--- src/verilog/nvc_cfg.svh ---
// constants for the nonvolatile ratio configuration block
`ifndef NVC_CFG_SVH
`define NVC_CFG_SVH
`define NVC_SLAVE_ADDR   7'h4E
`define NVC_WORD_BITS    5
`define NVC_AUX_BIT      4
`define NVC_WORD_RESET   5'h00
`define NVC_CLK_HZ       20000000
`define NVC_FAST_HZ      400000
`define NVC_STD_HZ       100000
`endif

--- src/verilog/nvc_pkg.sv ---
// types for the nonvolatile ratio configuration block
package nvc_pkg;
  typedef enum logic [5:0] {
    ST_IDLE = 6'h01,
    ST_ADDR = 6'h02,
    ST_AACK = 6'h04,
    ST_WDAT = 6'h08,
    ST_DACK = 6'h10,
    ST_RDAT = 6'h20
  } nvc_state_e;
endpackage

--- src/verilog/nvc_top.sv ---
// i2c slave holding the 5-bit nonvolatile ratio configuration word
`include "nvc_cfg.svh"
module nvc_top (
  input  wire logic       sys_clk,
  input  wire logic       reset,
  input  wire logic       scl_in,
  input  wire logic       sda_in,
  output logic            sda_out,
  output logic            sda_oe,
  input  wire logic       mux_select,
  input  wire logic       override,
  input  wire logic [3:0] pass_in,
  output logic [3:0]      core_ratio_code,
  output logic            latched_aux_output
);
  // **************************************
  // pin conditioning and bus events
  // **************************************
  logic scl_s;
  logic sda_s;
  logic scl_d_r;
  logic sda_d_r;
  nvc_sync u_scl (.sys_clk(sys_clk), .reset(reset), .raw_in(scl_in), .clean_r(scl_s));
  nvc_sync u_sda (.sys_clk(sys_clk), .reset(reset), .raw_in(sda_in), .clean_r(sda_s));
  always_ff @(posedge sys_clk or posedge reset) begin
    if (reset) begin
      scl_d_r <= 1'b1;
      sda_d_r <= 1'b1;
    end else begin
      scl_d_r <= scl_s;
      sda_d_r <= sda_s;
    end
  end
  // 50 oversampling clocks per 400 kHz bit leaves ample margin
  wire scl_rise  = scl_s & ~scl_d_r;
  wire scl_fall  = ~scl_s & scl_d_r;
  wire start_det = scl_s & scl_d_r & sda_d_r & ~sda_s;
  wire stop_det  = scl_s & scl_d_r & ~sda_d_r & sda_s;
  // **************************************
  // storage
  // **************************************
  // flops stand in for the eeprom cells; the reset value models an erased part.
  // true retention across power loss needs a real nonvolatile macro.
  logic [`NVC_WORD_BITS-1:0] word_r;
  logic [`NVC_WORD_BITS-1:0] word_nxt;
  nvc_pkg::nvc_state_e       state_r;
  nvc_pkg::nvc_state_e       state_nxt;
  logic [7:0]                shift_r;
  logic [7:0]                shift_nxt;
  logic [3:0]                cnt_r;
  logic [3:0]                cnt_nxt;
  logic                      rd_r;
  logic                      rd_nxt;
  logic                      sda_out_nxt;
  logic                      sda_oe_nxt;
  wire [7:0] rd_byte    = {3'h0, word_r};
  wire [7:0] shift_in   = {shift_r[6:0], sda_s};
  wire       addr_match = (shift_in[7:1] == `NVC_SLAVE_ADDR);
  wire       byte_done  = (cnt_r == 4'h7);
  // **************************************
  // protocol engine
  // **************************************
  always_comb begin
    state_nxt   = state_r;
    shift_nxt   = shift_r;
    cnt_nxt     = cnt_r;
    rd_nxt      = rd_r;
    word_nxt    = word_r;
    sda_out_nxt = sda_out;
    sda_oe_nxt  = sda_oe;
    if (start_det) begin
      state_nxt  = nvc_pkg::ST_ADDR;
      cnt_nxt    = 4'h0;
      sda_oe_nxt = 1'b0;
    end else if (stop_det) begin
      state_nxt  = nvc_pkg::ST_IDLE;
      sda_oe_nxt = 1'b0;
    end else begin
      unique case (state_r)
        nvc_pkg::ST_IDLE: begin
          sda_oe_nxt = 1'b0;
        end
        nvc_pkg::ST_ADDR: begin
          if (scl_rise) begin
            shift_nxt = shift_in;
            cnt_nxt   = cnt_r + 4'h1;
            if (byte_done) begin
              // foreign address: drop out until the next start
              state_nxt = addr_match ? nvc_pkg::ST_AACK : nvc_pkg::ST_IDLE;
              rd_nxt    = shift_in[0];
            end
          end
        end
        nvc_pkg::ST_AACK: begin
          if (scl_fall && !sda_oe) begin
            sda_out_nxt = 1'b0;
            sda_oe_nxt  = 1'b1;
          end else if (scl_fall && sda_oe) begin
            cnt_nxt = 4'h0;
            if (rd_r) begin
              state_nxt   = nvc_pkg::ST_RDAT;
              shift_nxt   = rd_byte;
              sda_out_nxt = rd_byte[7];
              sda_oe_nxt  = ~rd_byte[7];
            end else begin
              state_nxt  = nvc_pkg::ST_WDAT;
              sda_oe_nxt = 1'b0;
            end
          end
        end
        nvc_pkg::ST_WDAT: begin
          if (scl_rise) begin
            shift_nxt = shift_in;
            cnt_nxt   = cnt_r + 4'h1;
            if (byte_done) begin
              word_nxt  = shift_in[`NVC_WORD_BITS-1:0];
              state_nxt = nvc_pkg::ST_DACK;
            end
          end
        end
        nvc_pkg::ST_DACK: begin
          // extra bytes after the single data byte are not acknowledged
          if (scl_fall && !sda_oe && cnt_r == 4'h8) begin
            sda_out_nxt = 1'b0;
            sda_oe_nxt  = 1'b1;
            cnt_nxt     = 4'h9;
          end else if (scl_fall && sda_oe) begin
            sda_oe_nxt = 1'b0;
          end
        end
        nvc_pkg::ST_RDAT: begin
          // open drain: drive only zeros, release for ones
          if (scl_fall && cnt_r < 4'h7) begin
            shift_nxt   = {shift_r[6:0], 1'b0};
            sda_out_nxt = 1'b0;
            sda_oe_nxt  = ~shift_r[6];
            cnt_nxt     = cnt_r + 4'h1;
          end else if (scl_fall) begin
            sda_oe_nxt = 1'b0;
            state_nxt  = nvc_pkg::ST_IDLE;
          end
        end
      endcase
    end
  end
  always_ff @(posedge sys_clk or posedge reset) begin
    if (reset) begin
      state_r <= nvc_pkg::ST_IDLE;
      shift_r <= 8'h00;
      cnt_r   <= 4'h0;
      rd_r    <= 1'b0;
      sda_out <= 1'b0;
      sda_oe  <= 1'b0;
    end else begin
      state_r <= state_nxt;
      shift_r <= shift_nxt;
      cnt_r   <= cnt_nxt;
      rd_r    <= rd_nxt;
      sda_out <= sda_out_nxt;
      sda_oe  <= sda_oe_nxt;
    end
  end
  always_ff @(posedge sys_clk or posedge reset) begin
    if (reset) begin
      word_r <= `NVC_WORD_RESET;
    end else begin
      word_r <= word_nxt;
    end
  end
  // **************************************
  // output path
  // **************************************
  wire [3:0] stored_ratio_bits = word_r[3:0] & {4{~override}};
  wire       stored_aux_bit    = word_r[`NVC_AUX_BIT] & ~override;
  wire [3:0] ratio_sel         = mux_select ? pass_in : stored_ratio_bits;
  always_ff @(posedge sys_clk or posedge reset) begin
    if (reset) begin
      core_ratio_code    <= 4'h0;
      latched_aux_output <= 1'b0;
    end else begin
      core_ratio_code <= ratio_sel;
      if (!mux_select) begin
        latched_aux_output <= stored_aux_bit;
      end
    end
  end
endmodule

--- src/verilog/nvc_sync.sv ---
// two-flop synchroniser with glitch filter for the bus pins
module nvc_sync (
  input  wire logic sys_clk,
  input  wire logic reset,
  input  wire logic raw_in,
  output logic      clean_r
);
  logic s1_r;
  logic s2_r;
  logic s3_r;
  wire  agree = (s2_r == s3_r);
  always_ff @(posedge sys_clk or posedge reset) begin
    if (reset) begin
      s1_r    <= 1'b1;
      s2_r    <= 1'b1;
      s3_r    <= 1'b1;
      clean_r <= 1'b1;
    end else begin
      s1_r <= raw_in;
      s2_r <= s1_r;
      s3_r <= s2_r;
      if (agree) begin
        clean_r <= s3_r;
      end
    end
  end
endmodule

--- config.mk ---
export PLATFORM = sky130hd
export DESIGN_NAME = nvc_top
export DESIGN_NICKNAME = d
export VERILOG_FILES = /design/src/verilog/nvc_pkg.sv /design/src/verilog/nvc_top.sv /design/src/verilog/nvc_sync.sv
export VERILOG_INCLUDE_DIRS = /design/src /design/src/verilog
export SDC_FILE = /design/constraint.sdc
export NUM_CORES = 1
export LEC_CHECK = 0
export ABC_AREA = 1
export BUFFER_PORTS_ARGS = -buffer_cell sky130_fd_sc_hd__buf_2
export CAP_MARGIN = 20
export CORE_MARGIN = 2
export CORE_UTILIZATION = 45
export DETAILED_ROUTE_END_ITERATION = 7
export PLACE_DENSITY_LB_ADDON = 0.12
export SLEW_MARGIN = 30
export SYNTH_ARGS = -nofsm -noshare
export SYNTH_HDL_FRONTEND = slang
export SYNTH_SLANG_ARGS = --single-unit
export TNS_END_PERCENT = 100
--- constraint.sdc ---
create_clock -name sys_clk -period 2.65 [get_ports sys_clk]
set_clock_uncertainty 0.1 [all_clocks]
set_input_delay 0.265 -clock sys_clk [delete_from_list [all_inputs] [get_ports sys_clk]]
set_output_delay 0.265 -clock sys_clk [all_outputs]
set_load 0.005 [all_outputs]
## Yosys cells after proc, flatten, opt, wreduce, memory -nomap -nowiden

Index checks and enable logic that the tools add are counted.

| storage, ports and cells | value |
|---|---|
| bits in registers | 40 |
| ROM bits | 0 |
| latch bits | 0 |
| output and inout port bits | 7 |
| memories kept | 0 |
| bits of input ports | 10 |
| memory bits (writable) | 0 |

| cells by class | value |
|---|---|
| div/mod/pow operators | 0 |
| magnitude comparators | 1 |
| bitwise gates (word level) | 17 |
| reductions and logical operators | 18 |
| $mul | 0 |
| shifts and indexed selects | 0 |
| eq/ne operators | 36 |
| add/subtract/negate cells | 1 |
| mux-type cells | 44 |

Operators with widths:

| operator | number |
|---|---|
| 6-bit two-way mux | 11 |
| 7-bit two-way mux | 5 |
| 4-bit two-way mux | 8 |
| 4-bit inequality test (second input constant) | 8 |
| 6-bit one-hot mux with 4 select lines | 1 |
| 7-bit one-hot mux with 3 select lines | 1 |
| 3-bit inequality test (second input constant) | 6 |
| 4-bit one-hot mux with 4 select lines | 1 |
| 5-bit inequality test (second input constant) | 3 |
| 1-bit two-way mux | 14 |
| 7-bit AND reduction | 2 |
| 2-bit inequality test (second input constant) | 6 |
| 6-bit nonzero test | 2 |
| 5-bit AND reduction | 2 |
| 9-bit AND reduction | 1 |
| 1-bit bitwise AND | 8 |
| 1-bit NOT | 8 |
| 8-bit AND reduction | 1 |
| 7-bit == test (second input constant) | 1 |
| 6-bit by 1-bit == test with 1-bit output (second input constant) | 1 |
| 6-bit by 2-bit == test with 1-bit output (second input constant) | 1 |
| 6-bit by 3-bit == test with 1-bit output (second input constant) | 1 |
| 6-bit by 4-bit == test with 1-bit output (second input constant) | 1 |
| 6-bit by 5-bit == test with 1-bit output (second input constant) | 1 |
| other kinds (18) | 23 |

## Depth between registers and ports, before layout

| depth | value |
|---|---|
| word-level depth | 8 |
| depth in mapped cells | 12 |
| gate-level depth less buffers | 12 |

## Hierarchy

Synthesis repeated with hierarchy kept, for this count alone.

| second synthesis, totals | value |
|---|---|
| cell total of the unflattened synthesis | 257 |
| area, all modules | 2,068.2 sq um |

Modules (own cells, without submodules):

| module | times used | area an instance (sq um) | cells each |
|---|---|---|---|
| nvc_top | 1 | 1,818.0 | 239 |
| nvc_sync | 2 | 125.1 | 9 |

## Worst setup path before layout

Ideal clock, no wire load.

| timing path | value |
|---|---|
| path type | reg2reg |
| from | reg scl_d_r |
| to | reg shift_r[0] |
| stages on the path, launching flop included | 11 |
| setup time | 118 ps |
| path slack | 993 ps |
| path buffers | 1 |
| clock period less this slack | 1,657 ps |
| data arrival time | 1,439 ps |
| cell sequence | dfstp_2 -> inv_1 -> nor2_1 -> nand3_1 -> nand2_1 -> nand2_1 -> nor2_2 -> nand2_2 -> buf_6 -> nand2_1 -> o21ai_2 |

| between the ends | value |
|---|---|
| word-level cells in the longest chain between the ends | 5 |
| elaborated cells between the ends (all ways) | 18 |
| classes of those cells | eq/ne: 4; bitwise: 10; reduce/logical: 4 |

RTL lines:

| item | line | text |
|---|---|---|
| start, declared | nvc_top.sv:21 | `logic scl_d_r;` |
| start signal, assigned | nvc_top.sv:30 | `scl_d_r <= scl_s;` |
| 1-bit bitwise AND | nvc_top.sv:37, nvc_top.sv:38 |  |
| 1-bit bitwise AND (on tied branches) (2 in series) | nvc_top.sv:38, nvc_top.sv:37 |  |
| 1-bit NOT (no source line) | - |  |
| 8-bit AND reduction (no source line) (*) | - |  |
| end signal, assigned | nvc_top.sv:156 | `shift_r <= shift_nxt;` |
| end, declared | nvc_top.sv:48 | `logic [7:0] shift_r;` |

Mark *: on every way between the ends. The rest lies on a longest branch, timed or not.
A chain may end at the register's enable or synchronous reset.

## Worst setup path in the final report

| timing path | value |
|---|---|
| from | reg scl_d_r |
| to | reg shift_r[5] |

The elaborated chain is that of the path after synthesis.

==> impl_metrics.py <==
metrics = {
    "status": {
        "status": "complete, no violations",
    },
    "detailed_routing": {
        "wl_met1_mm": 2.102,
        "drc_errors": 0,
        "wl_met2_mm": 1.919,
        "drtIter0Drc": 104,
        "wire_per_inst_microns": 12.40,
        "via_per_inst": 5.096,
        "wl_met3_microns": 198,
        "highest_layer": "met4",
        "drt_pass1_iterations": 4,
        "drt-total-wl_mm": 4.279,
        "via_count": 1758,
        "ant_nets": 0,
    },
    "hold_path": {
        "hp-start": "pass_in[2]",
        "min_path_type": "input pin to flop",
    },
    "place": {
        "port_buffers": 15,
        "placedCellCount": 334,
        "hpwl_mm": 3.124,
        "postPlaceCellArea_sq_um": 2238,
        "place_congestion": 0.9499,
    },
    "power": {
        "power.density_nw_per_um2": 692.8,
        "vdd_ir_drop_max_mv": 0.3411,
        "p_leak_nw": 1.192,
    },
    "sta": {
        "slew_viol_final": 0,
        "finalCriticalPeriod_ns": 1.879,
        "fin_crit_sh_pct": 70.90,
        "rsz0062_at_grt": "false",
        "setup-violations-final": 0,
        "fin_setup_tns_ns": 0,
        "hold_viol_final": 0,
        "timing.fmax_mhz": 532.2,
    },
    "clock_tree": {
        "ctsResizeCount": 0,
        "clkSinkCount": 39,
        "cts-root-buf": "clkbuf_8",
        "cts_tree": "yes",
        "cts_buffers": 5,
        "clk_latency_ns": 0.30,
        "cts_htree_levels": 2,
        "cts_setup_buffers": 0,
        "path_clk_slew_ns": 0.08,
        "clk_path_buf_depth": 2,
    },
    "worst_setup_path": {
        "crit_start": "scl_d_r",
        "r2r_slack_ns": 0.77,
        "max_stage_delay_ns": 0.57,
        "critPathLaunchType": "flop",
        "worst_path_max_delay_cell": "dfstp_2",
        "critPathCaptureType": "flop",
        "crit_fanout": 14,
        "crit_type": "flop to flop",
        "crit_arrival_ns": 1.96,
        "crit_family": "simple AND/OR/NAND/NOR gates",
        "path_cells": "inv_1, nor2_1, nand3_1, nand2_1, nand2_1, nor2_2, nand2_2, nand2_1, o21ai_2",
        "required_ns": 2.73,
        "critPathBufInv": 1,
        "reg2reg_from": "scl_d_r",
        "cp_common_cell": "nand2_1",
    },
    "die": {
        "ios": 17,
        "row_count": 24,
        "die_h_microns": 72.65,
        "die_w_microns": 72.65,
        "die_area_sq_um": 5278,
        "core_area_sq_um": 4444,
        "initial_utilization_pct": 47.72,
    },
    "logic_synthesis": {
        "avgSynthCellArea_sq_um": 7.855,
        "synthFlopType": "dfrtp_1",
        "syn_nets": 282,
        "ys_types": 29,
        "ys_ff_latch": 39,
        "ys_seq_area_share_pct": 46.67,
        "yosysWarnings": 0,
        "synth-edff-count": 0,
        "syn_area_sq_um": 2121,
        "syn-instance-count": 270,
        "synth_async_sr_flop_share_pct": 100.0,
    },
    "global_route": {
        "grt_pass1_wl_mm": 7.583,
        "grt_pass1_vias": 1629,
        "grt_start_max_net_pins": 40,
        "grt_overflow_total": 0,
        "antenna_found_initial": 0,
        "grt_util_all_layers_pct": 18.72,
    },
    "flow_run": {
        "maxCapViolCount": 0,
    },
    "final_layout": {
        "stdcell_count": 345,
        "areaGrowthSynthToFinish_pct": 12.27,
        "drive_above_1_share_pct": 21.16,
        "nNetsFinal": 304,
        "n_antenna_cell": 0,
        "final_common_cell": "nand2_1",
        "layout_common_cells": "nand2_1 (72), nor2_1 (34), inv_1 (29)",
        "final_area_sq_um": 2381,
    },
}
==> where the power goes <==
part	switching [mW]	leakage (nW)	internal (mW)	total [mW]
clock network	0.223	0.0581	0.280	0.503
registers	0.0611	0.499	0.664	0.725
logic	0.287	0.634	0.134	0.421
total	0.572	1.19	1.08	1.65
==> through the flow <==
| stage | power, mW | setup slack [ns] | hold WS (ns) | util [%] |
|---|---|---|---|---|
| 6_report | 1.650 | 0.7710 | 0.06431 | 53.58 |
| 2_1_floorplan | 1.070 | 0.9928 | 0.1695 | - |
| 4_1_cts | 1.664 | 0.7587 | 0.06440 | 53.58 |
| 3_5_place_dp | 1.157 | 0.7673 | 0.2479 | 50.37 |
| 5_1_grt | 1.763 | 0.4925 | 0.07319 | 53.58 |
| 3_3_place_gp | 1.151 | 0.7709 | 0.2463 | 50.37 |
==> state kept, by name, summed over array words and instances, names as in the netlist <==
register            cells
shift_r                 7
state_r                 6
word_r                  5
cnt_r                   4
core_ratio_code         4
latched_aux_output      1
rd_r                    1
scl_d_r                 1
sda_d_r                 1
sda_oe                  1
u_scl.clean_r           1
u_scl.s1_r              1
u_scl.s2_r              1
u_scl.s3_r              1
u_sda.clean_r           1
u_sda.s1_r              1
u_sda.s2_r              1
u_sda.s3_r              1
==> worst min-delay path, stage by stage <==
cell     delay (ns)
buf_2          0.07
nand2_1        0.04
o31ai_1        0.05
==> worst paths after layout <==
check,endpoint,cells past startpoint
worst max register to register,shift_r[5],9
max in group asynchronous,u_scl.s1_r,4
worst min-delay path,core_ratio_code[2],3
worst min register to register,u_sda.s2_r,0
worst max-delay path,shift_r[5],9
min in group asynchronous,word_r[4],4
==> layer usage <==
| metal | GRT usage, % | vias to the layer above |
|---|---|---|
| met3 | 3.315 | 6 |
| met5 | 0 | - |
| li1 | - | 905 |
| met1 | 26.28 | 810 |
| met2 | 28.79 | 37 |
| met4 | 7.407 | 0 |
==> logic make-up after synthesis <==
logic type,after synthesis,synth area share (%)
other,1,0.1768
AOI/OAI and AO/OA,32,9.145
xor gates and xnor gates,1,0.4131
and+or+nand+nor,157,34.28
DFF,39,46.67
adders and majority gates,4,2.124
buffers and inverters,36,7.197
==> cell type report <==
class                   count  area [sq um]
clock inverters             3         43.79
multi-input cells         195         978.4
repair buffers             19         112.6
inverters                  32         122.6
fillers                   434          2063
clock buffers               5         68.82
well taps                  52         65.06
flip-flops and latches     39         989.7
==> synth_stat cells (2+ instances only) <==
cell type	count	area, sq um
dfstp_2	11	289.0
nand2_1	72	270.3
inv_1	29	108.9
inv_2	2	7.510
dfrtp_1	28	700.7
nor2_2	7	43.79
o31ai_1	5	37.54
buf_4	2	15.01
o21ai_1	8	40.04
nand4_1	4	25.02
a21oi_1	8	40.04
nor2_1	34	127.6
o21a_1	4	30.03
nor3_1	5	25.02
nand3_2	3	30.03
nand3_1	21	105.1
nor2_4	4	45.04
nand2_2	5	31.28
ha_1	2	25.02
maj3_1	2	20.02
o21ai_0	4	20.02
o21ai_2	3	26.28
==> repair_timing <==
item,in CTS,in global routing
endpoints found under the hold margin,30,0
hold buffers,3,0
setup endpoints to repair,0,0
Power figures use the tool's default switching activity.
